**src/design/tcwsp_pkg.sv**
```systemverilog
package tcwsp_pkg;

  // Register indices; the byte address on the bus is four times the index
  localparam logic [7:0] IDX_TIMER_COUNT = 8'h01;
  localparam logic [7:0] IDX_INTERRUPT_CONTROL = 8'h0B;
  localparam logic [7:0] IDX_OPTION_CONTROL = 8'h81;
  localparam logic [7:0] IDX_PORT_A_DIRECTION = 8'h85;
  localparam logic [7:0] IDX_WATCHDOG_COMMAND = 8'h90;

  // Reset values
  localparam logic [7:0] TIMER_COUNT_RST = 8'h00;
  localparam logic [7:0] INTERRUPT_CONTROL_RST = 8'h00;
  localparam logic [7:0] OPTION_CONTROL_RST = 8'hFF;
  localparam logic [7:0] PORT_A_DIRECTION_RST = 8'h1F;
  localparam logic [7:0] PORT_A_DIRECTION_MASK = 8'h1F;

  // Field positions
  localparam int OPT_RATIO_LSB = 0;
  localparam int RATIO_W = 3;
  localparam int OPT_OWNER_BIT = 3;
  localparam int OPT_EDGE_BIT = 4;
  localparam int OPT_SOURCE_BIT = 5;
  localparam int INT_FLAG_BIT = 2;
  localparam int INT_ENABLE_BIT = 5;
  localparam int CMD_WDT_CLEAR_BIT = 0;

  // Widths
  localparam int DIVIDER_WIDTH = 8;
  localparam int WDT_WIDTH = 8;

  // Timing: one instruction cycle is four core clock phases
  localparam int CLK_PERIOD_NS = 50;
  localparam int INSTR_PERIOD_NS = 200;
  localparam int PHASES_PER_INSTR = INSTR_PERIOD_NS / CLK_PERIOD_NS;
  localparam int INHIBIT_INSTR = 2;
  localparam logic [1:0] INHIBIT_LOAD = 2'(INHIBIT_INSTR);

  // Bus responses
  localparam logic [1:0] RESP_OKAY = 2'b00;
  localparam logic [1:0] RESP_SLVERR = 2'b10;

  typedef enum logic [1:0] {
    PH_Q1 = 2'b00,
    PH_Q2 = 2'b01,
    PH_Q3 = 2'b10,
    PH_Q4 = 2'b11
  } tcwsp_phase_type;

endpackage

```
**src/design/tcwsp_div_if.sv**
```systemverilog
`timescale 1ns/10ps
interface tcwsp_div_if #(
  parameter int RW = 3
);
  logic tmr_event;
  logic wdt_event;
  logic clear;
  logic owner_wdt;
  logic [RW-1:0] ratio;
  logic tmr_level;
  logic wdt_tick;

  modport ctrl (
    output tmr_event, wdt_event, clear, owner_wdt, ratio,
    input tmr_level, wdt_tick
  );
  modport div (
    input tmr_event, wdt_event, clear, owner_wdt, ratio,
    output tmr_level, wdt_tick
  );
endinterface

```
**src/design/tcwsp_top.sv**
```systemverilog
`timescale 1ns/10ps
// How it works
// RULE1: Sample divider output at Q2 and Q4
// RULE2: Undivided pin high and low two Tosc
// RULE3: Unowned divider: pin goes straight to sampler
// RULE4: Owned divider splits pin into symmetric wave
// RULE5: Divided pin period at least 4Tosc/ratio
// RULE6: Timer increments only after phase sampling; internal undivided count takes instr_tick unsampled
// RULE7: One 8-bit divider, prescaler or postscaler
// RULE8: Exactly one owner; other runs undivided
// RULE9: Owner bit and ratio from option bits
// RULE10: Timer write clears divider, keeps owner; the divider is cleared only while the timer owns it
// RULE11: Watchdog clear resets divider and watchdog; the divider is cleared only while the watchdog owns it
// RULE12: Divider count never readable nor loadable
// RULE13: Ownership may change any time by write
// RULE14: Timer to watchdog: clear, kick, then option
// RULE15: Watchdog to timer: kick, then option write
// RULE16: Source bit picks pin; edge bit picks edge
// RULE17: Overflow sets flag; enable gates interrupt
// RULE18: Undivided internal count; write pauses two cycles
// RULE19: Timer ratios 1:2 through 1:256
// RULE20: Ratio code n divides by two to n+1
module tcwsp_top import tcwsp_pkg::*; #(
  parameter int ADDR_W = 10,
  parameter int WDT_W = WDT_WIDTH
) (
  input wire logic core_clk_in,
  input wire logic nrst_in,
  input wire logic s_axi_awvalid_in,
  output logic s_axi_awready_out,
  input wire logic [ADDR_W-1:0] s_axi_awaddr_in,
  input wire logic s_axi_wvalid_in,
  output logic s_axi_wready_out,
  input wire logic [31:0] s_axi_wdata_in,
  input wire logic [3:0] s_axi_wstrb_in,
  output logic s_axi_bvalid_out,
  input wire logic s_axi_bready_in,
  output logic [1:0] s_axi_bresp_out,
  input wire logic s_axi_arvalid_in,
  output logic s_axi_arready_out,
  input wire logic [ADDR_W-1:0] s_axi_araddr_in,
  output logic s_axi_rvalid_out,
  input wire logic s_axi_rready_in,
  output logic [31:0] s_axi_rdata_out,
  output logic [1:0] s_axi_rresp_out,
  input wire logic external_count_input_in,
  input wire logic watchdog_tick_in,
  input wire logic watchdog_enable_in,
  output logic timer_irq_out,
  output logic watchdog_timeout_out,
  output logic [7:0] port_a_direction_out
);

  tcwsp_div_if #(.RW(RATIO_W)) div ();

  tcwsp_phase_type phase_r;
  tcwsp_phase_type phase_nxt;
  logic instr_tick;

  logic aw_hold_r;
  logic aw_hold_nxt;
  logic [7:0] aw_idx_r;
  logic [7:0] aw_idx_nxt;
  logic w_hold_r;
  logic w_hold_nxt;
  logic [7:0] w_data_r;
  logic [7:0] w_data_nxt;
  logic w_lane_r;
  logic w_lane_nxt;
  logic bvalid_r;
  logic bvalid_nxt;
  logic [1:0] bresp_r;
  logic [1:0] bresp_nxt;
  logic do_write;
  logic wr_hit;

  logic rvalid_r;
  logic rvalid_nxt;
  logic [7:0] rdata_r;
  logic [7:0] rdata_nxt;
  logic [1:0] rresp_r;
  logic [1:0] rresp_nxt;
  logic [7:0] rd_val;
  logic rd_hit;
  logic [7:0] ar_idx;

  logic [7:0] timer_r;
  logic [7:0] timer_nxt;
  logic [7:0] interrupt_control_r;
  logic [7:0] interrupt_control_nxt;
  logic [7:0] option_r;
  logic [7:0] option_nxt;
  logic [7:0] porta_r;
  logic [7:0] porta_nxt;
  logic [1:0] inhibit_r;
  logic [1:0] inhibit_nxt;
  logic [WDT_W-1:0] wdt_cnt_r;
  logic [WDT_W-1:0] wdt_cnt_nxt;
  logic wdt_to_r;
  logic wdt_to_nxt;
  logic irq_r;
  logic irq_nxt;
  logic pin_prev_r;
  logic pin_prev_nxt;

  logic wr_timer;
  logic wr_wdt_clear;
  logic ext_mode;
  logic owner_wdt;
  logic pin_level;
  logic pin_rise;
  logic sync_level;
  logic sync_edge;
  logic timer_inc;
  logic overflow;

  // Instruction cycle phase sequencer
  always_comb begin
    case (phase_r)
      PH_Q1: phase_nxt = PH_Q2;
      PH_Q2: phase_nxt = PH_Q3;
      PH_Q3: phase_nxt = PH_Q4;
      PH_Q4: phase_nxt = PH_Q1;
      default: phase_nxt = PH_Q1;
    endcase
  end

  always_ff @(posedge core_clk_in) begin
    if (!nrst_in) begin
      phase_r <= PH_Q1;
    end else begin
      phase_r <= phase_nxt;
    end
  end

  assign instr_tick = (phase_r == PH_Q4);

  // Bus write: address and data taken in either order, answered after both
  assign s_axi_awready_out = !aw_hold_r && !bvalid_r;
  assign s_axi_wready_out = !w_hold_r && !bvalid_r;
  assign do_write = aw_hold_r && w_hold_r;

  always_comb begin
    case (aw_idx_r)
      IDX_TIMER_COUNT: wr_hit = 1'b1;
      IDX_INTERRUPT_CONTROL: wr_hit = 1'b1;
      IDX_OPTION_CONTROL: wr_hit = 1'b1;
      IDX_PORT_A_DIRECTION: wr_hit = 1'b1;
      IDX_WATCHDOG_COMMAND: wr_hit = 1'b1;
      default: wr_hit = 1'b0;
    endcase
  end

  always_comb begin
    aw_hold_nxt = aw_hold_r;
    aw_idx_nxt = aw_idx_r;
    w_hold_nxt = w_hold_r;
    w_data_nxt = w_data_r;
    w_lane_nxt = w_lane_r;
    bvalid_nxt = bvalid_r;
    bresp_nxt = bresp_r;
    if (s_axi_awvalid_in && s_axi_awready_out) begin
      aw_hold_nxt = 1'b1;
      aw_idx_nxt = s_axi_awaddr_in[9:2];
    end
    if (s_axi_wvalid_in && s_axi_wready_out) begin
      w_hold_nxt = 1'b1;
      w_data_nxt = s_axi_wdata_in[7:0];
      w_lane_nxt = s_axi_wstrb_in[0];
    end
    if (do_write) begin
      aw_hold_nxt = 1'b0;
      w_hold_nxt = 1'b0;
      bvalid_nxt = 1'b1;
      bresp_nxt = wr_hit ? RESP_OKAY : RESP_SLVERR;
    end
    if (bvalid_r && s_axi_bready_in) begin
      bvalid_nxt = 1'b0;
    end
  end

  always_ff @(posedge core_clk_in) begin
    if (!nrst_in) begin
      aw_hold_r <= 1'b0;
      aw_idx_r <= 8'h00;
      w_hold_r <= 1'b0;
      w_data_r <= 8'h00;
      w_lane_r <= 1'b0;
      bvalid_r <= 1'b0;
      bresp_r <= RESP_OKAY;
    end else begin
      aw_hold_r <= aw_hold_nxt;
      aw_idx_r <= aw_idx_nxt;
      w_hold_r <= w_hold_nxt;
      w_data_r <= w_data_nxt;
      w_lane_r <= w_lane_nxt;
      bvalid_r <= bvalid_nxt;
      bresp_r <= bresp_nxt;
    end
  end

  assign s_axi_bvalid_out = bvalid_r;
  assign s_axi_bresp_out = bresp_r;

  // Bus read; the divider count has no address at all [RULE12]
  assign s_axi_arready_out = !rvalid_r;
  assign ar_idx = s_axi_araddr_in[9:2];

  always_comb begin
    rd_hit = 1'b1;
    case (ar_idx)
      IDX_TIMER_COUNT: rd_val = timer_r;
      IDX_INTERRUPT_CONTROL: rd_val = interrupt_control_r;
      IDX_OPTION_CONTROL: rd_val = option_r;
      IDX_PORT_A_DIRECTION: rd_val = porta_r;
      IDX_WATCHDOG_COMMAND: rd_val = 8'h00;
      default: begin
        rd_val = 8'h00;
        rd_hit = 1'b0;
      end
    endcase
  end

  always_comb begin
    rvalid_nxt = rvalid_r;
    rdata_nxt = rdata_r;
    rresp_nxt = rresp_r;
    if (s_axi_arvalid_in && s_axi_arready_out) begin
      rvalid_nxt = 1'b1;
      rdata_nxt = rd_val;
      rresp_nxt = rd_hit ? RESP_OKAY : RESP_SLVERR;
    end else if (rvalid_r && s_axi_rready_in) begin
      rvalid_nxt = 1'b0;
    end
  end

  always_ff @(posedge core_clk_in) begin
    if (!nrst_in) begin
      rvalid_r <= 1'b0;
      rdata_r <= 8'h00;
      rresp_r <= RESP_OKAY;
    end else begin
      rvalid_r <= rvalid_nxt;
      rdata_r <= rdata_nxt;
      rresp_r <= rresp_nxt;
    end
  end

  assign s_axi_rvalid_out = rvalid_r;
  assign s_axi_rdata_out = {24'h000000, rdata_r};
  assign s_axi_rresp_out = rresp_r;

  // Count path
  assign wr_timer = do_write && w_lane_r && (aw_idx_r == IDX_TIMER_COUNT);
  assign wr_wdt_clear = do_write && w_lane_r && (aw_idx_r == IDX_WATCHDOG_COMMAND)
    && w_data_r[CMD_WDT_CLEAR_BIT];
  assign ext_mode = option_r[OPT_SOURCE_BIT]; // [RULE16]
  assign owner_wdt = option_r[OPT_OWNER_BIT]; // [RULE9]
  // A set edge bit inverts the pin so that falling edges count [RULE16]
  assign pin_level = external_count_input_in ^ option_r[OPT_EDGE_BIT];
  assign pin_rise = pin_level && !pin_prev_r;

  assign div.owner_wdt = owner_wdt; // [RULE8]
  assign div.ratio = option_r[OPT_RATIO_LSB +: RATIO_W]; // [RULE9]
  assign div.tmr_event = !owner_wdt && (ext_mode ? pin_rise : instr_tick);
  assign div.wdt_event = watchdog_enable_in && watchdog_tick_in;
  // Clearing only the current owner's path keeps the other's count intact
  assign div.clear = (wr_timer && !owner_wdt) || (wr_wdt_clear && owner_wdt); // [RULE10] [RULE11]

  // Without the divider the pin bypasses it into the sampler [RULE3]
  assign sync_level = owner_wdt ? pin_level : div.tmr_level;

  tcwsp_prescaler #(.WIDTH(DIVIDER_WIDTH)) u_prescaler (
    .core_clk_in(core_clk_in),
    .nrst_in(nrst_in),
    .div(div)
  );

  tcwsp_sync u_sync (
    .core_clk_in(core_clk_in),
    .nrst_in(nrst_in),
    .phase_in(phase_r),
    .level_in(sync_level),
    .edge_out(sync_edge)
  );

  // Internal undivided counting skips the sampler, one step per cycle [RULE18]
  assign timer_inc = (ext_mode || !owner_wdt) ? sync_edge : instr_tick; // [RULE6]
  assign overflow = timer_inc && (inhibit_r == 2'b00) && (timer_r == 8'hFF);

  always_comb begin
    timer_nxt = timer_r;
    interrupt_control_nxt = interrupt_control_r;
    option_nxt = option_r;
    porta_nxt = porta_r;
    inhibit_nxt = inhibit_r;
    wdt_cnt_nxt = wdt_cnt_r;
    wdt_to_nxt = 1'b0;
    pin_prev_nxt = pin_level;
    if (instr_tick && (inhibit_r != 2'b00)) begin
      inhibit_nxt = inhibit_r - 2'b01;
    end
    if (timer_inc && (inhibit_r == 2'b00)) begin
      timer_nxt = timer_r + 8'h01;
    end
    if (do_write && w_lane_r) begin
      case (aw_idx_r)
        IDX_TIMER_COUNT: begin
          timer_nxt = w_data_r;
          inhibit_nxt = INHIBIT_LOAD; // [RULE18]
        end
        IDX_INTERRUPT_CONTROL: interrupt_control_nxt = w_data_r;
        IDX_OPTION_CONTROL: option_nxt = w_data_r; // [RULE13]
        IDX_PORT_A_DIRECTION: porta_nxt = w_data_r & PORT_A_DIRECTION_MASK;
        default: option_nxt = option_r;
      endcase
    end
    // A rollover in the clearing cycle still leaves the flag set [RULE17]
    if (overflow) begin
      interrupt_control_nxt[INT_FLAG_BIT] = 1'b1;
    end
    if (wr_wdt_clear) begin
      wdt_cnt_nxt = '0; // [RULE11]
    end else if (watchdog_enable_in && div.wdt_tick) begin
      wdt_cnt_nxt = wdt_cnt_r + WDT_W'(1);
      wdt_to_nxt = &wdt_cnt_r;
    end
    irq_nxt = interrupt_control_nxt[INT_FLAG_BIT] && interrupt_control_nxt[INT_ENABLE_BIT]; // [RULE17]
  end

  always_ff @(posedge core_clk_in) begin
    if (!nrst_in) begin
      timer_r <= TIMER_COUNT_RST;
      interrupt_control_r <= INTERRUPT_CONTROL_RST;
      option_r <= OPTION_CONTROL_RST;
      porta_r <= PORT_A_DIRECTION_RST;
      inhibit_r <= 2'b00;
      wdt_cnt_r <= '0;
      wdt_to_r <= 1'b0;
      irq_r <= 1'b0;
      pin_prev_r <= pin_level;
    end else begin
      timer_r <= timer_nxt;
      interrupt_control_r <= interrupt_control_nxt;
      option_r <= option_nxt;
      porta_r <= porta_nxt;
      inhibit_r <= inhibit_nxt;
      wdt_cnt_r <= wdt_cnt_nxt;
      wdt_to_r <= wdt_to_nxt;
      irq_r <= irq_nxt;
      pin_prev_r <= pin_prev_nxt;
    end
  end

  assign timer_irq_out = irq_r;
  assign watchdog_timeout_out = wdt_to_r;
  assign port_a_direction_out = porta_r;
endmodule

```
**src/design/tcwsp_prescaler.sv**
```systemverilog
`timescale 1ns/10ps
module tcwsp_prescaler import tcwsp_pkg::*; #(
  parameter int WIDTH = DIVIDER_WIDTH
) (
  input wire logic core_clk_in,
  input wire logic nrst_in,
  tcwsp_div_if.div div
);
  logic [WIDTH-1:0] cnt_r;
  logic [WIDTH-1:0] cnt_nxt;
  logic [WIDTH-1:0] mask;
  logic src_event;

  // One counter, clocked by whichever owner holds it [RULE7] [RULE8]
  always_comb begin
    src_event = div.owner_wdt ? div.wdt_event : div.tmr_event;
    cnt_nxt = cnt_r;
    if (div.clear) begin
      cnt_nxt = '0;
    end else if (src_event) begin
      cnt_nxt = cnt_r + WIDTH'(1);
    end
  end

  always_ff @(posedge core_clk_in) begin
    if (!nrst_in) begin
      cnt_r <= '0;
    end else begin
      cnt_r <= cnt_nxt;
    end
  end

  // A counter bit is a symmetric square wave, as a ripple stage gives [RULE4]
  // Code n selects bit n, so 000 divides by 2 and 111 by 256 [RULE20] [RULE19]
  assign div.tmr_level = div.owner_wdt ? 1'b0 : cnt_r[div.ratio];

  // Postscaler: undivided while the timer owns the counter [RULE8]
  always_comb begin
    mask = (WIDTH'(1) << div.ratio) - WIDTH'(1);
    if (div.owner_wdt) begin
      div.wdt_tick = div.wdt_event && ((cnt_r & mask) == mask);
    end else begin
      div.wdt_tick = div.wdt_event;
    end
  end
endmodule

```
**src/design/tcwsp_sync.sv**
```systemverilog
`timescale 1ns/10ps
module tcwsp_sync import tcwsp_pkg::*; (
  input wire logic core_clk_in,
  input wire logic nrst_in,
  input wire tcwsp_phase_type phase_in,
  input wire logic level_in,
  output logic edge_out
);
  logic stage_a_r;
  logic stage_a_nxt;
  logic stage_b_r;
  logic stage_b_nxt;
  logic stage_c_r;
  logic stage_c_nxt;
  logic edge_r;
  logic edge_nxt;

  // Sample at Q2, confirm at Q4; the edge costs up to two and a half instruction cycles [RULE1] [RULE6]
  always_comb begin
    stage_a_nxt = stage_a_r;
    stage_b_nxt = stage_b_r;
    stage_c_nxt = stage_c_r;
    edge_nxt = 1'b0;
    if (phase_in == PH_Q2) begin
      stage_a_nxt = level_in;
    end
    if (phase_in == PH_Q4) begin
      stage_b_nxt = stage_a_r;
      stage_c_nxt = stage_b_r;
      edge_nxt = stage_b_r && !stage_c_r;
    end
  end

  always_ff @(posedge core_clk_in) begin
    if (!nrst_in) begin
      // Stages start at the pin's level, so leaving reset is never taken for an edge
      stage_a_r <= level_in;
      stage_b_r <= level_in;
      stage_c_r <= level_in;
      edge_r <= 1'b0;
    end else begin
      stage_a_r <= stage_a_nxt;
      stage_b_r <= stage_b_nxt;
      stage_c_r <= stage_c_nxt;
      edge_r <= edge_nxt;
    end
  end

  assign edge_out = edge_r;
endmodule

```
**config.mk**
```make
export PLATFORM = sky130hd
export DESIGN_NAME = tcwsp_top
export DESIGN_NICKNAME = d
export VERILOG_FILES = /design/src/design/tcwsp_pkg.sv /design/src/design/tcwsp_div_if.sv /design/src/design/tcwsp_top.sv /design/src/design/tcwsp_prescaler.sv /design/src/design/tcwsp_sync.sv
export SDC_FILE = /design/constraint.sdc
export NUM_CORES = 1
export LEC_CHECK = 0
export ABC_AREA = 1
export BUFFER_PORTS_ARGS = -buffer_cell sky130_fd_sc_hd__buf_2
export CAP_MARGIN = 20
export CELL_PAD_IN_SITES_DETAIL_PLACEMENT = 1
export CELL_PAD_IN_SITES_GLOBAL_PLACEMENT = 1
export CORE_ASPECT_RATIO = 1.75
export CORE_UTILIZATION = 35
export CTS_BUF_LIST = sky130_fd_sc_hd__clkbuf_4 sky130_fd_sc_hd__clkbuf_8
export CTS_CLUSTER_DIAMETER = 200
export DETAILED_ROUTE_END_ITERATION = 12
export GPL_TIMING_DRIVEN = 0
export PLACE_DENSITY_LB_ADDON = 0.05
export SYNTH_ARGS = -nofsm -noshare
export SYNTH_HDL_FRONTEND = slang
export SYNTH_SLANG_ARGS = --single-unit
```
**constraint.sdc**
```tcl
create_clock -name core_clk_in -period 1.57 [get_ports core_clk_in]
set_input_delay 0.0785 -clock core_clk_in [delete_from_list [all_inputs] [get_ports core_clk_in]]
set_output_delay 0.0785 -clock core_clk_in [all_outputs]
set_load 0.03 [all_outputs]
```
Yosys cells after proc, flatten, opt, wreduce, memory -nomap -nowiden
Cells that the tools add are included.
- $add $sub $neg: 5
- magnitude comparators: 1
- equality and inequality tests: 17
- shifts and indexed selects: 1
- muxes and demuxes: 30
- bitwise gates (word level): 4
- reductions and logical operators: 49
- operators by type and width (kind ; number):
    $eq A8 B8 Y1 const B ; 7
    $pmux W8 S4 ; 1
    $add A8 B1 Y8 const B ; 3
    $logic_and A1 B1 Y1 ; 24
    $mux W8 ; 3
    $mux W1 ; 17
    $eq A8 B1 Y1 const B ; 2
    $eq A8 B4 Y1 const B ; 2
    $mux W6 ; 2
    $mux W2 ; 5
    $reduce_or A5 Y1 ; 2
    $and A8 B8 Y8 ; 1
    $eq A8 B8 Y1 ; 1
    $pmux W2 S4 ; 1
    $reduce_and A2 Y1 ; 4
    $reduce_and A8 Y1 ; 1
    $reduce_or A2 Y1 ; 4
    $shl A1 B3 Y8 const A ; 1
    $sub A8 B2 Y8 const B ; 1
    $logic_not A1 Y1 ; 7
    $eq A2 B2 Y1 const B ; 2
    $logic_not A2 Y1 ; 2
    $lt A3 B4 Y1 const B ; 1
    $ne A2 B1 Y1 const B ; 2
    other kinds (8) ; 11
- register bits after elaboration: 89
- bits of input ports: 66
- output and inout bits: 51
- logic and storage cells: 133

Logic depth before layout (Yosys ltp)
Gate-level depths: netlist of run 1.
- word-level depth: 9
- mapped depth: 14
- mapped depth without buffers: 13

Cells and area by module
A second synthesis of run 1 with hierarchy kept.
- cells, all modules: 651
- area total of the unflattened synthesis: 4613.2 µm²
- by module, submodules not included (module ; times used ; cells an instance ; area each (µm²) ; seq. area each (µm²)):
    tcwsp_top ; 1 ; 527 ; 3796.1 ; 1501.4
    tcwsp_prescaler ; 1 ; 107 ; 653.1 ; 160.2
    tcwsp_sync ; 1 ; 17 ; 163.9 ; 110.1

Least setup slack after synthesis of run 1
Ideal clock, no wire load.
- path type: register -> register
- start: register option_r[0]
- end: register wdt_cnt_r[2]
- setup time: 0.125 ns
- arrival: 1.560 ns
- required time: 1.445 ns
- setup slack: -0.114 ns
- stages on the path, launching flop included: 13
- path buffers: 0
- period minus slack after synthesis: 1.684 ns
- cell sequence: dfxtp_1 > nor2_2 > nand2_2 > ha_1 > nor2_1 > nor2_1 > nand3_1 > a21oi_2 > nand2_2 > nand2_4 > nand2_4 > nand2_1 > a21oi_1
- cells in the longest elaborated chain, start to end: 7
- ends and longest elaborated chain (element ; RTL line ; RTL):
    start: declaration ; tcwsp_top.sv:91 ; logic [7:0] option_r;
    start signal: assignment ; tcwsp_top.sv:345 ; option_r <= option_nxt;
    $shl A1 B3 Y8 (*) ; tcwsp_prescaler.sv:39 ; mask = (WIDTH'(1) << div.ratio) - WIDTH'(1);
    $sub A8 B2 Y8 (*) ; tcwsp_prescaler.sv:39 ;
    $and A8 B8 Y8 ; tcwsp_prescaler.sv:41 ; div.wdt_tick = div.wdt_event && ((cnt_r & mask) == mask);
    $eq A8 B8 Y1 (*) ; tcwsp_prescaler.sv:41 ;
    $logic_and A1 B1 Y1 (*) ; tcwsp_prescaler.sv:41 ;
    $mux W1 (*) ; tcwsp_prescaler.sv:40 ; if (div.owner_wdt) begin
    $logic_and A1 B1 Y1 (*) ; tcwsp_top.sv:324 ; end else if (watchdog_enable_in && div.wdt_tick) begin
    end signal: assignment ; tcwsp_top.sv:348 ; wdt_cnt_r <= wdt_cnt_nxt;
    end: declaration ; tcwsp_top.sv:97 ; logic [WDT_W-1:0] wdt_cnt_r;
Every way passes the cells marked *; elsewhere a longest branch is shown, timed or not.
A chain may end at the register's enable or synchronous reset.

Final worst setup path of run 1
- start: register option_r[1]
- end: register wdt_cnt_r[2]
Same word-level chain as after synthesis.

==> results of run 1 <==
[cells in the mapped netlist, types with 2 or more instances]
| master | number | area [um^2] |
|---|---|---|
| nor2_1 | 49 | 183.9 |
| o21ai_1 | 20 | 100.1 |
| a21oi_1 | 48 | 240.2 |
| nand2_1 | 115 | 431.7 |
| o21ai_0 | 36 | 180.2 |
| nand2_4 | 2 | 22.52 |
| xnor2_1 | 2 | 17.52 |
| ha_1 | 9 | 112.6 |
| nor3_1 | 8 | 40.04 |
| edfxtp_1 | 3 | 90.09 |
| or2_1 | 2 | 12.51 |
| buf_4 | 30 | 225.2 |
| nand4_1 | 11 | 68.82 |
| nor3_2 | 3 | 30.03 |
| nand2_2 | 4 | 25.02 |
| inv_1 | 66 | 247.7 |
| o211ai_1 | 7 | 52.55 |
| inv_2 | 14 | 52.55 |
| nand3_1 | 49 | 245.2 |
| clkbuf_1 | 9 | 33.78 |
| or2_2 | 2 | 12.51 |
| xor2_1 | 12 | 105.1 |
| o221ai_1 | 2 | 17.52 |
| buf_2 | 4 | 20.02 |
| o22ai_1 | 5 | 31.28 |
| nor4_1 | 2 | 12.51 |
| dfxtp_1 | 84 | 1682 |
| nor3b_1 | 2 | 15.01 |
| nor2_2 | 6 | 37.54 |
[state kept, by name (all words and copies together), names as in the netlist, 2 cells and up]
signal / flops
aw_idx_r: 8
interrupt_control_r: 8
option_r: 8
rdata_r: 8
timer_r: 8
u_prescaler.cnt_r: 8
w_data_r: 8
wdt_cnt_r: 8
port_a_direction_out: 5
inhibit_r: 2
phase_r: 2
[worst max path at each step]
stage                                      to  slack (ps)  cells after the start
finish              wdt_cnt_r[2]$_SDFFE_PP0P_        -230                     12
global route        wdt_cnt_r[2]$_SDFFE_PP0P_        -320                     12
CTS                 wdt_cnt_r[6]$_SDFFE_PP0P_        -210                     13
detailed placement  wdt_cnt_r[2]$_SDFFE_PP0P_        -270                     12
global placement    wdt_cnt_r[5]$_SDFFE_PP0P_        -200                     12
floorplan           wdt_cnt_r[2]$_SDFFE_PP0P_         -10                     12
[power groups by stage]
| stage | sequential [mW] | clock, mW | combinational, mW |
|---|---|---|---|
| finish | 2.42 | 1.81 | 0.744 |
| global route | 2.43 | 1.93 | 0.828 |
| CTS | 2.41 | 1.85 | 0.660 |
| detailed placement | 2.46 | 0 | 0.616 |
| global placement | 2.45 | 0 | 0.601 |
| floorplan | 2.43 | 0 | 0.447 |
[kinds of logic (layout without fill, tap and decap cells)]
family,count (synthesis),after routing,share of synthesized area (%)
AND/OR/NAND/NOR,260,261,26.71
AO/OA/AOI/OAI,125,125,15.22
buffers and inverters,125,233,13.12
flip-flops,87,87,39.61
XOR/XNOR,14,14,2.741
adder cells (fa/ha/maj),9,9,2.518
other,1,29,0.08384
[what timing repair did]
action,CTS,global route
buffers inserted,11,14
pin swaps,12,22
setup endpoints to repair,40,49
gates cloned,1,2
resized for setup,30,50
hold buffers,10,0
hold endpoints to repair,10,0
[stage by stage]
step	instance area [um^2]	worst slack (ps)	hold WS (ps)	setup TNS [ps]	std cells
floorplan	4604	-14.73	177.5	-111.7	649
CTS	5645	-209.1	3.541	-1767	911
finish	5918	-227.2	11.59	-1908	926
detailed placement	5095	-269.7	278.0	-5194	873
global placement	5095	-199.5	272.0	-3802	873
global route	5918	-322.4	18.10	-3424	926
[metal layers]
layer  GRT usage, %  part of all wire (%)
met1          22.27                    39
met2          42.34                    57
met3          2.438                   2.4
met4          7.213                   1.8
met5              0                     0
[worst max-delay path, stage by stage, from the launching register on]
cell	delay, ps
dfxtp_4	380
nor2_4	120
nand2_2	80
ha_4	260
nor2_2	30
nor2_2	110
nand3_2	100
a21oi_2	130
nand2_2	110
nand2_4	120
nand2_8	90
nand2_2	80
a21oi_1	60
[area by class of cell]
type,count,area [um^2]
fillers,1638,6514
multi-input cells,438,2449
flip-flops and latches,87,1799
repair buffers,93,601.8
inverters,81,321.6
plain buffers,43,305.3
well taps,168,210.2
clock buffers,13,166.4
clock inverters,3,65.06
==> reports/metrics.yaml, run 1 <==
cts:
  root_buffer: "clkbuf_8"
  numCtsBuffers: 9
  clock_tree.buffer_depth: 2
  htreeDepth: 3
  cts_tree: "built"
  cts.sinks: 87
  path_clk_slew_ps: 90
  clk_latency_ps: 360
outcome:
  violations: "setup timing"
  status: "finished with violations"
synth:
  synth_area_per_cell_um2: 7.203
  yosysWarningCount: 0
  synthCells: 621
  ys_seq_area_share_pct: 39.61
  synth_edf_count: 3
  synth-seq-cells: 87
  syn_area_um2: 4473
  synth-main-ff-cell: "dfxtp_1"
  async_flop_share_pct: 0
  synth.distinct_cells: 44
worst_setup_path:
  cp-end-kind: "register"
  r2r-end: "wdt_cnt_r[2]$_SDFFE_PP0P_"
  r2r_cells: 12
  required_ps: 1810
  crit_type: "register to register"
  worstPathArrival_ps: 2030
  r2r_start: "option_r[1]$_SDFFE_PN1P_"
  cp_max_fo: 8
  regToRegSetupSlack_ps: -230
  startpoint: "option_r[1]$_SDFFE_PN1P_"
  cp-start-kind: "register"
placement:
  dp_hpwl_um: 10270
  routabilityCongestion: 0.8496
  portBuffers: 56
power:
  combPwrFrac_pct: 15.0
  p_sw_share_pct: 27.31
  power_leakage_nw: 2.630
  total_power_mw: 4.977
  intPower_mw: 3.617
  seqPwrFrac_pct: 48.6
  p_switching_mw: 1.359
  p_per_area_nw_per_um2: 840.9
  ir_worst_vdd_mv: 0.4182
  pwr-share-clk_pct: 36.4
final_layout:
  final_nets: 828
  antenna_cells: 0
  drive_gt1_share_pct: 28.63
  layout_commonest_cell: "nand2_1"
  area_growth_pct: 32.31
  layout_common_cells: "102 x nand2_1, 74 x dfxtp_1, 61 x inv_1"
  fin_util_pct: 47.60
global_routing:
  antenna_found_initial: 0
  grt_max_degree: 14
  grtUsageTotal_pct: 21.25
  overflow: 0
  grt_pass1_vias: 4560
  grt_pass1_wl_um: 21670
routing:
  wl_per_cell_um: 14.95
  vias: 4442
  drc: 0
  routed_wl_um: 13850
  drtPass1Iterations: 5
  ant_nets: 0
  drtIter0Drc: 116
  routed_via_density: 4.797
floorplan:
  initial_core_util_pct: 35.98
  rows: 54
  die-area_um2: 13250
  core_um2: 12430
  die_w_um: 87.46
  num_io_pins: 117
  fp.dieH_um: 151.6
timing:
  min_period_over_period_pct: 114.5
  slew_viol_final: 0
  tightest_slew_ps: 721.1
  fmax_mhz: 556.4
  skew_ps: 11.36
  post-route-min-period_ps: 1797
  rsz0062_at_grt: "yes"
  max_slew_margin_pct: 51.82
  setup_violations: 9
  fin_ws_ps: -227.2
  hold_viol: 0
hold_path:
  min_to: "aw_idx_r[7]$_SDFFE_PN0P_"
  holdCritStartpoint: "s_axi_awaddr_in[9]"
  hold_path_depth: 3
  hold_path_class: "primary input to register"
run:
  maxCapViolCount: 0
Power figures use the tool's default switching activity.
==> run 2, diff against run 1 <==
--- a/config.mk
+++ b/config.mk
@@ -10,7 +10,6 @@
 export CAP_MARGIN = 20
 export CELL_PAD_IN_SITES_DETAIL_PLACEMENT = 1
 export CELL_PAD_IN_SITES_GLOBAL_PLACEMENT = 1
-export CORE_ASPECT_RATIO = 1.75
 export CORE_UTILIZATION = 35
 export CTS_BUF_LIST = sky130_fd_sc_hd__clkbuf_4 sky130_fd_sc_hd__clkbuf_8
 export CTS_CLUSTER_DIAMETER = 200
==> run 2 against run 1 <==
  * The flow still finishes with violations (setup timing)
  * Clock-buffer cell count unchanged
  * Cell count increased by 0.22%
  * Clock skew decreased by 3.4 ps
  * Combinational power decreased by 1%
  * Critical endpoint is now wdt_cnt_r[6]$_SDFFE_PP0P_
  * Largest cell class unchanged
  * Sequential share of layout area decreased by 0.35 points
  * Register-to-register slack got worse by 90 ps
  * Setup slack got worse by 86 ps
==> reports/metrics.yaml, run 2 (synthesized netlist as in run 1, its figures left out) <==
global_routing:
  grt_max_degree: 14  # unchanged
  antenna_found_initial: 0  # unchanged
  grtUsageMet2_pct: 35.46  # -6.9 points
  grtUsageTotal_pct: 20.95  # -0.30 points
  grt_pass1_vias: 4378  # -4.0%
  met1_usage_pct: 26.95  # +4.7 points
  overflow: 0  # unchanged
  grt_use_met3_pct: 3.005  # +0.57 points
  grt_pass1_wl_um: 21330  # -1.6%
  top_usage_layer: "met2"
hold_path:
  holdCritStartpoint: "s_axi_awaddr_in[2]"
  hold_path_class: "primary input to register"
final_layout:
  drive_gt1_share_pct: 29.61  # +0.98 points
  fin_util_pct: 48.92  # +1.3 points
  layout_commonest_cell: "nand2_1"
  finish.instance_area_um2: 5974  # +0.95%
  antenna_cells: 0  # unchanged
  final_nets: 830  # +0.24%
  layout_common_cells: "102 x nand2_1, 71 x dfxtp_1, 62 x inv_1"
  area_growth_pct: 33.57
  fillerInstances: 1564  # -4.5%
worst_setup_path:
  slowest_delay_ps: 390  # about the same
  crit_family: "simple AND/OR/NAND/NOR gates"
  r2r_start: "option_r[1]$_SDFFE_PN1P_"
  cpMaxStageDelayCell: "dfxtp_4"
  startpoint: "option_r[1]$_SDFFE_PN1P_"
  critPathBufInv: 0  # unchanged
  required_ps: 1820  # about the same
  path_cells: "nor2_4 -> nand2_2 -> ha_4 -> nor2_4 -> nor2_2 -> nand3_2 -> a21oi_2 -> nand2_2 -> nand2_4 -> nand2_8 -> nand2_2 -> a21oi_2"
  cp_max_fo: 8  # unchanged
  cp-start-kind: "register"
  cp-end-kind: "register"
  cp_common_cell: "nand2_2"
  crit_type: "register to register"
  worstPathArrival_ps: 2140  # +110 ps
routing:
  ant_nets: 0  # unchanged
  drtIter0Drc: 127  # +9.5%
  vias: 4460  # +0.41%
  routed_wl_um: 13660  # -1.4%
  routed_via_density: 4.806  # +0.19%
  drc: 0  # unchanged
  drtPass1Iterations: 4  # -1
  wl_per_cell_um: 14.72  # -1.6%
placement:
  place_area_um2: 5095  # unchanged
  portBuffers: 56  # unchanged
  dp_hpwl_um: 9662  # -5.9%
  routabilityCongestion: 0.8388  # -1.3%
floorplan:
  die_w_um: 115.1  # +32%
  die-area_um2: 13240  # -0.13%
  num_io_pins: 117  # unchanged
  rows: 40  # -26%
  core_um2: 12210  # -1.8%
  initial_core_util_pct: 36.63  # +0.65 points
  fp.dieH_um: 115.1  # -24%
cts:
  cts_tree: "built"
  htreeDepth: 3  # unchanged
  path_clk_slew_ps: 90  # about the same
  cts.sinks: 87  # unchanged
  clock_tree.buffer_depth: 2  # unchanged
  numCtsBuffers: 9  # unchanged
  root_buffer: "clkbuf_8"
  clk_latency_ps: 370  # about the same
timing:
  tightest_slew_ps: 693.8  # -27.32 ps
  post-route-min-period_ps: 1883  # +86.20 ps
  hold_viol: 0  # unchanged
  max_slew_margin_pct: 53.65  # +1.8 points
  setup_violations: 11  # +2
  timing.hold.ws_ps: 11.67  # +0.07850 ps
  skew_ps: 7.919  # -3.446 ps
  fmax_mhz: 531.0  # -4.6%
  fin_ws_ps: -313.4  # -86.20 ps
  slew_viol_final: 0  # unchanged
  rsz0062_at_grt: "yes"
  min_period_over_period_pct: 120.0  # +5.5 points
power:
  power_leakage_nw: 2.633  # +0.12%
  ir_worst_vdd_mv: 0.3814  # -8.8%
  p_per_area_nw_per_um2: 814.3  # -3.2%
  total_power_mw: 4.865  # -2.2%
outcome:
  status: "finished with violations"
  violations: "setup timing"
run:
  maxCapViolCount: 0  # unchanged
-- run 2: cell types whose count changed in the layout (fill, tap and decap cells not counted), sizes merged --
cell / before / now
buf: 118 / 113
dlygate4sd3: 10 / 15
clkbuf: 21 / 23
bufinv: 2 / 1
clkinv: 2 / 3
-- run 2: worst min-delay path, delay by kind of cell --
family | cells | cell delay (ps)
buffers and inverters | 1 | 80
AOI/OAI and AO/OA | 2 | 190
-- run 2: final timing paths --
| check | end | cells past startpoint | slack [ps] |
|---|---|---|---|
| setup / recovery | wdt_cnt_r[6]$_SDFFE_PP0P_ | 12 | -310 |
| hold / removal | aw_idx_r[0]$_SDFFE_PN0P_ | 3 | 10 |
| setup reg to reg | wdt_cnt_r[6]$_SDFFE_PP0P_ | 12 | -310 |
| hold reg to reg | u_sync.edge_out$_SDFF_PN0_ | 1 | 420 |
-- run 2: repair_timing --
item                                    CTS  global route
resized for setup                        30            60
hold buffers                             15             0
pin swaps                                 6            28
endpoints found under the hold margin    15             0
gates cloned                              1             2
endpoints found under the setup margin   37            47
buffers inserted                          7            15
-- run 2: layout make-up --
cell class | count | area, um^2 | share of cell area, %
plain buffers | 43 | 297.8 | 4.984
clock buffers | 13 | 172.7 | 2.890
clock inverters | 3 | 40.04 | 0.6702
inverters | 81 | 321.6 | 5.382
multi-input cells | 438 | 2499 | 41.82
flip-flops and latches | 87 | 1795 | 30.05
well taps | 168 | 210.2 | 3.518
repair buffers | 95 | 638.1 | 10.68
-- run 2: metal layers --
layer  wire length [um]  vias to the layer above  part of all wire (%)
li1                   -                     2250                     -
met1               6413                     2097                    47
met2               6541                       96                    48
met3                458                       17                   3.4
met4                247                        0                   1.8
met5                  0                        -                     0
-- run 2: stage by stage --
step	cells	worst slack (ps)	TNS, ps
after floorplan	649	-14.73	-111.7
after global placement	873	-205.7	-2731
after detailed placement	873	-273.1	-4193
after CTS	912	-220.5	-1902
after global routing	928	-433.4	-4842
final	928	-313.4	-2803
-- run 2: where the power goes --
| part | internal, mW | total, mW | switching [mW] |
|---|---|---|---|
| Sequential | 2.31 | 2.42 | 0.106 |
| Combinational | 0.278 | 0.735 | 0.457 |
| Clock | 0.880 | 1.71 | 0.831 |
| Total | 3.47 | 4.86 | 1.39 |
==> run 3, diff against run 2 <==
--- a/config.mk
+++ b/config.mk
@@ -16,6 +16,7 @@
 export DETAILED_ROUTE_END_ITERATION = 12
 export GPL_TIMING_DRIVEN = 0
 export PLACE_DENSITY_LB_ADDON = 0.05
+export SETUP_SLACK_MARGIN = 0.2
 export SYNTH_ARGS = -nofsm -noshare
 export SYNTH_HDL_FRONTEND = slang
 export SYNTH_SLANG_ARGS = --single-unit
==> run 3 against run 2 <==
  * The run still ends with setup timing left
  * Setup slack improved by 73 ps
  * Sequential power about the same
  * Total power up 2.7%
  * Critical path depth unchanged
  * Wire length increased by 7.0%
  * Die area is the same
==> reports/metrics.yaml, run 3 (synthesized netlist as in run 1, its figures left out) <==
placement:
  place_area_um2: 5105  # +0.20%
  place_inst: 873  # unchanged
  routabilityCongestion: 0.8379  # -0.11%
  dp_hpwl_um: 9806  # +1.5%
  portBuffers: 56  # unchanged
  dp_slack_ps: -230.2  # +42.87 ps
cts:
  htreeDepth: 3  # unchanged
  cts.sinks: 87  # unchanged
  path_clk_slew_ps: 90  # about the same
  root_buffer: "clkbuf_8"
  clk_latency_ps: 380  # about the same
  numCtsBuffers: 9  # unchanged
  cts_tree: "built"
  clock_tree.buffer_depth: 2  # unchanged
final_layout:
  drive_gt1_share_pct: 38.78  # +9.2 points
  area_growth_pct: 44.78
  fillerInstances: 1577  # +0.83%
  antenna_cells: 0  # unchanged
  finish.instance_area_um2: 6476  # +8.4%
  fin_util_pct: 53.03  # +4.1 points
  final_nets: 859  # +3.5%
  layout_commonest_cell: "nand2_1"
  layout_common_cells: "90 x nand2_1, 65 x dfxtp_1, 62 x buf_4"
  layoutNonFillerInstCount: 957  # +3.1%
timing:
  min_period_over_period_pct: 115.3  # -4.6 points
  fin_ws_ps: -240.5  # +72.90 ps
  skew_ps: 13.59  # +5.667 ps
  slew_viol_final: 0  # unchanged
  fmax_mhz: 552.3  # +4.0%
  hold_viol: 0  # unchanged
  setup_violations: 17  # +6
  post-route-min-period_ps: 1810  # -72.90 ps
  tightest_slew_ps: 779.6  # +85.76 ps
  max_slew_margin_pct: 48.03  # -5.6 points
  rsz0062_at_grt: "yes"
worst_setup_path:
  r2r-end: "wdt_cnt_r[3]$_SDFFE_PP0P_"
  slowest_delay_ps: 380  # about the same
  path_cells: "nor2_4 -> nand2_4 -> ha_4 -> nor2_4 -> nor2_2 -> nand3_2 -> a21oi_2 -> nand2_2 -> nand2_4 -> nand2_8 -> nand2_2 -> a21oi_1"
  startpoint: "option_r[1]$_SDFFE_PN1P_"
  worstPathArrival_ps: 2060  # -80 ps
  cp_max_fo: 8  # unchanged
  crit_family: "simple AND/OR/NAND/NOR gates"
  r2r_start: "option_r[1]$_SDFFE_PN1P_"
  cp-end-kind: "register"
  critical_path_cell_count: 12  # unchanged
  regToRegSetupSlack_ps: -240  # +70 ps
  critPathBufInv: 0  # unchanged
  crit_type: "register to register"
  cpMaxStageDelayCell: "dfxtp_4"
  cp-start-kind: "register"
  required_ps: 1820  # about the same
  r2r_cells: 12  # unchanged
  endpoint: "wdt_cnt_r[3]$_SDFFE_PP0P_"
floorplan:
  num_io_pins: 117  # unchanged
  die-area_um2: 13240  # unchanged
  rows: 40  # unchanged
  die_w_um: 115.1  # unchanged
  fp.dieH_um: 115.1  # unchanged
  initial_core_util_pct: 36.63  # unchanged
  core_um2: 12210  # unchanged
power:
  p_per_area_nw_per_um2: 771.3  # -5.3%
  power_leakage_nw: 2.872  # +9.1%
  ir_worst_vdd_mv: 0.4115  # +7.9%
routing:
  drtPass1Iterations: 4  # unchanged
  drtIter0Drc: 103  # -19%
  ant_nets: 0  # unchanged
  routed_wl_um: 14620  # +7.0%
  vias: 4656  # +4.4%
  routed_via_density: 4.865  # +1.2%
  wl_per_cell_um: 15.27  # +3.8%
  drc: 0  # unchanged
global_routing:
  grtUsageTotal_pct: 22.86  # +1.9 points
  grt_pass1_wl_um: 23340  # +9.4%
  overflow: 0  # unchanged
  grt_pass1_vias: 4704  # +7.4%
  antenna_found_initial: 0  # unchanged
  grt_max_degree: 14  # unchanged
hold_path:
  hold_path_class: "primary input to register"
outcome:
  violations: "setup timing"
  status: "finished with violations"
run:
  maxCapViolCount: 0  # unchanged
[run 3: cell count changes in the layout (fill, tap and decap cells not counted), sizes merged]
cell / previous run / this run
clkinvlp: 0 / 1
buf: 113 / 142
clkinv: 3 / 2
[run 3: worst min path at each step]
stage	start	end	slack, ps	cells past startpoint
finish	s_axi_awaddr_in[3]	aw_idx_r[1]$_SDFFE_PN0P_	9	3
global route	s_axi_awaddr_in[2]	aw_idx_r[0]$_SDFFE_PN0P_	40	3
CTS	s_axi_wdata_in[7]	w_data_r[7]$_SDFFE_PN0P_	1	3
detailed placement	s_axi_bready_in	s_axi_bvalid_out$_SDFFE_PP0P_	280	2
global placement	s_axi_bready_in	s_axi_bvalid_out$_SDFFE_PP0P_	260	2
floorplan	s_axi_bready_in	s_axi_bvalid_out$_SDFFE_PP0P_	170	1
[run 3: stage by stage]
stage | TNS, ps | total power [mW] | hold slack (ps)
after global placement | -3026 | 3.051 | 256.7
final | -2362 | 4.995 | 9.339
after detailed placement | -4097 | 3.079 | 283.3
after floorplan | -111.7 | 2.884 | 170.0
after CTS | -2106 | 4.925 | 1.405
after global routing | -5027 | 5.209 | 43.60
[run 3: worst min-delay path, delay by kind of cell]
kind,cells,cell delay (ps)
AOI/OAI and AO/OA,2,200
buffers and inverters,1,70
[run 3: area by class of cell]
| cell class | count | area [um^2] | share of cell area, % |
|---|---|---|---|
| clock inverter | 3 | 42.54 | 0.6569 |
| clock buffer | 13 | 160.2 | 2.473 |
| buffer | 44 | 314.1 | 4.849 |
| multi-input combinational | 438 | 2711 | 41.87 |
| timing repair buffer | 123 | 900.9 | 13.91 |
| tap | 168 | 210.2 | 3.246 |
| inverter | 81 | 329.1 | 5.081 |
| sequential | 87 | 1808 | 27.92 |
[run 3: per-layer routing]
metal  global-route usage, %  wire (um)  vias to the layer above
li1                        -          -                     2310
met1                   27.98       6537                     2213
met2                   40.52       7121                      106
met3                   2.847        540                       27
met4                   9.351        418                        0
met5                       0          0                        -
[run 3: power by group]
group	internal, mW	switching [mW]
registers	2.32	0.115
clock network	0.832	0.841
logic	0.377	0.513
[run 3: what timing repair did]
item / in CTS / in global routing
endpoints found under the setup margin: 55 / 68
gates resized for setup: 122 / 64
pin swaps: 25 / 35
hold buffers: 15 / 0
setup buffers: 35 / 14
gates cloned: 4 / 0
hold endpoints to repair: 15 / 0
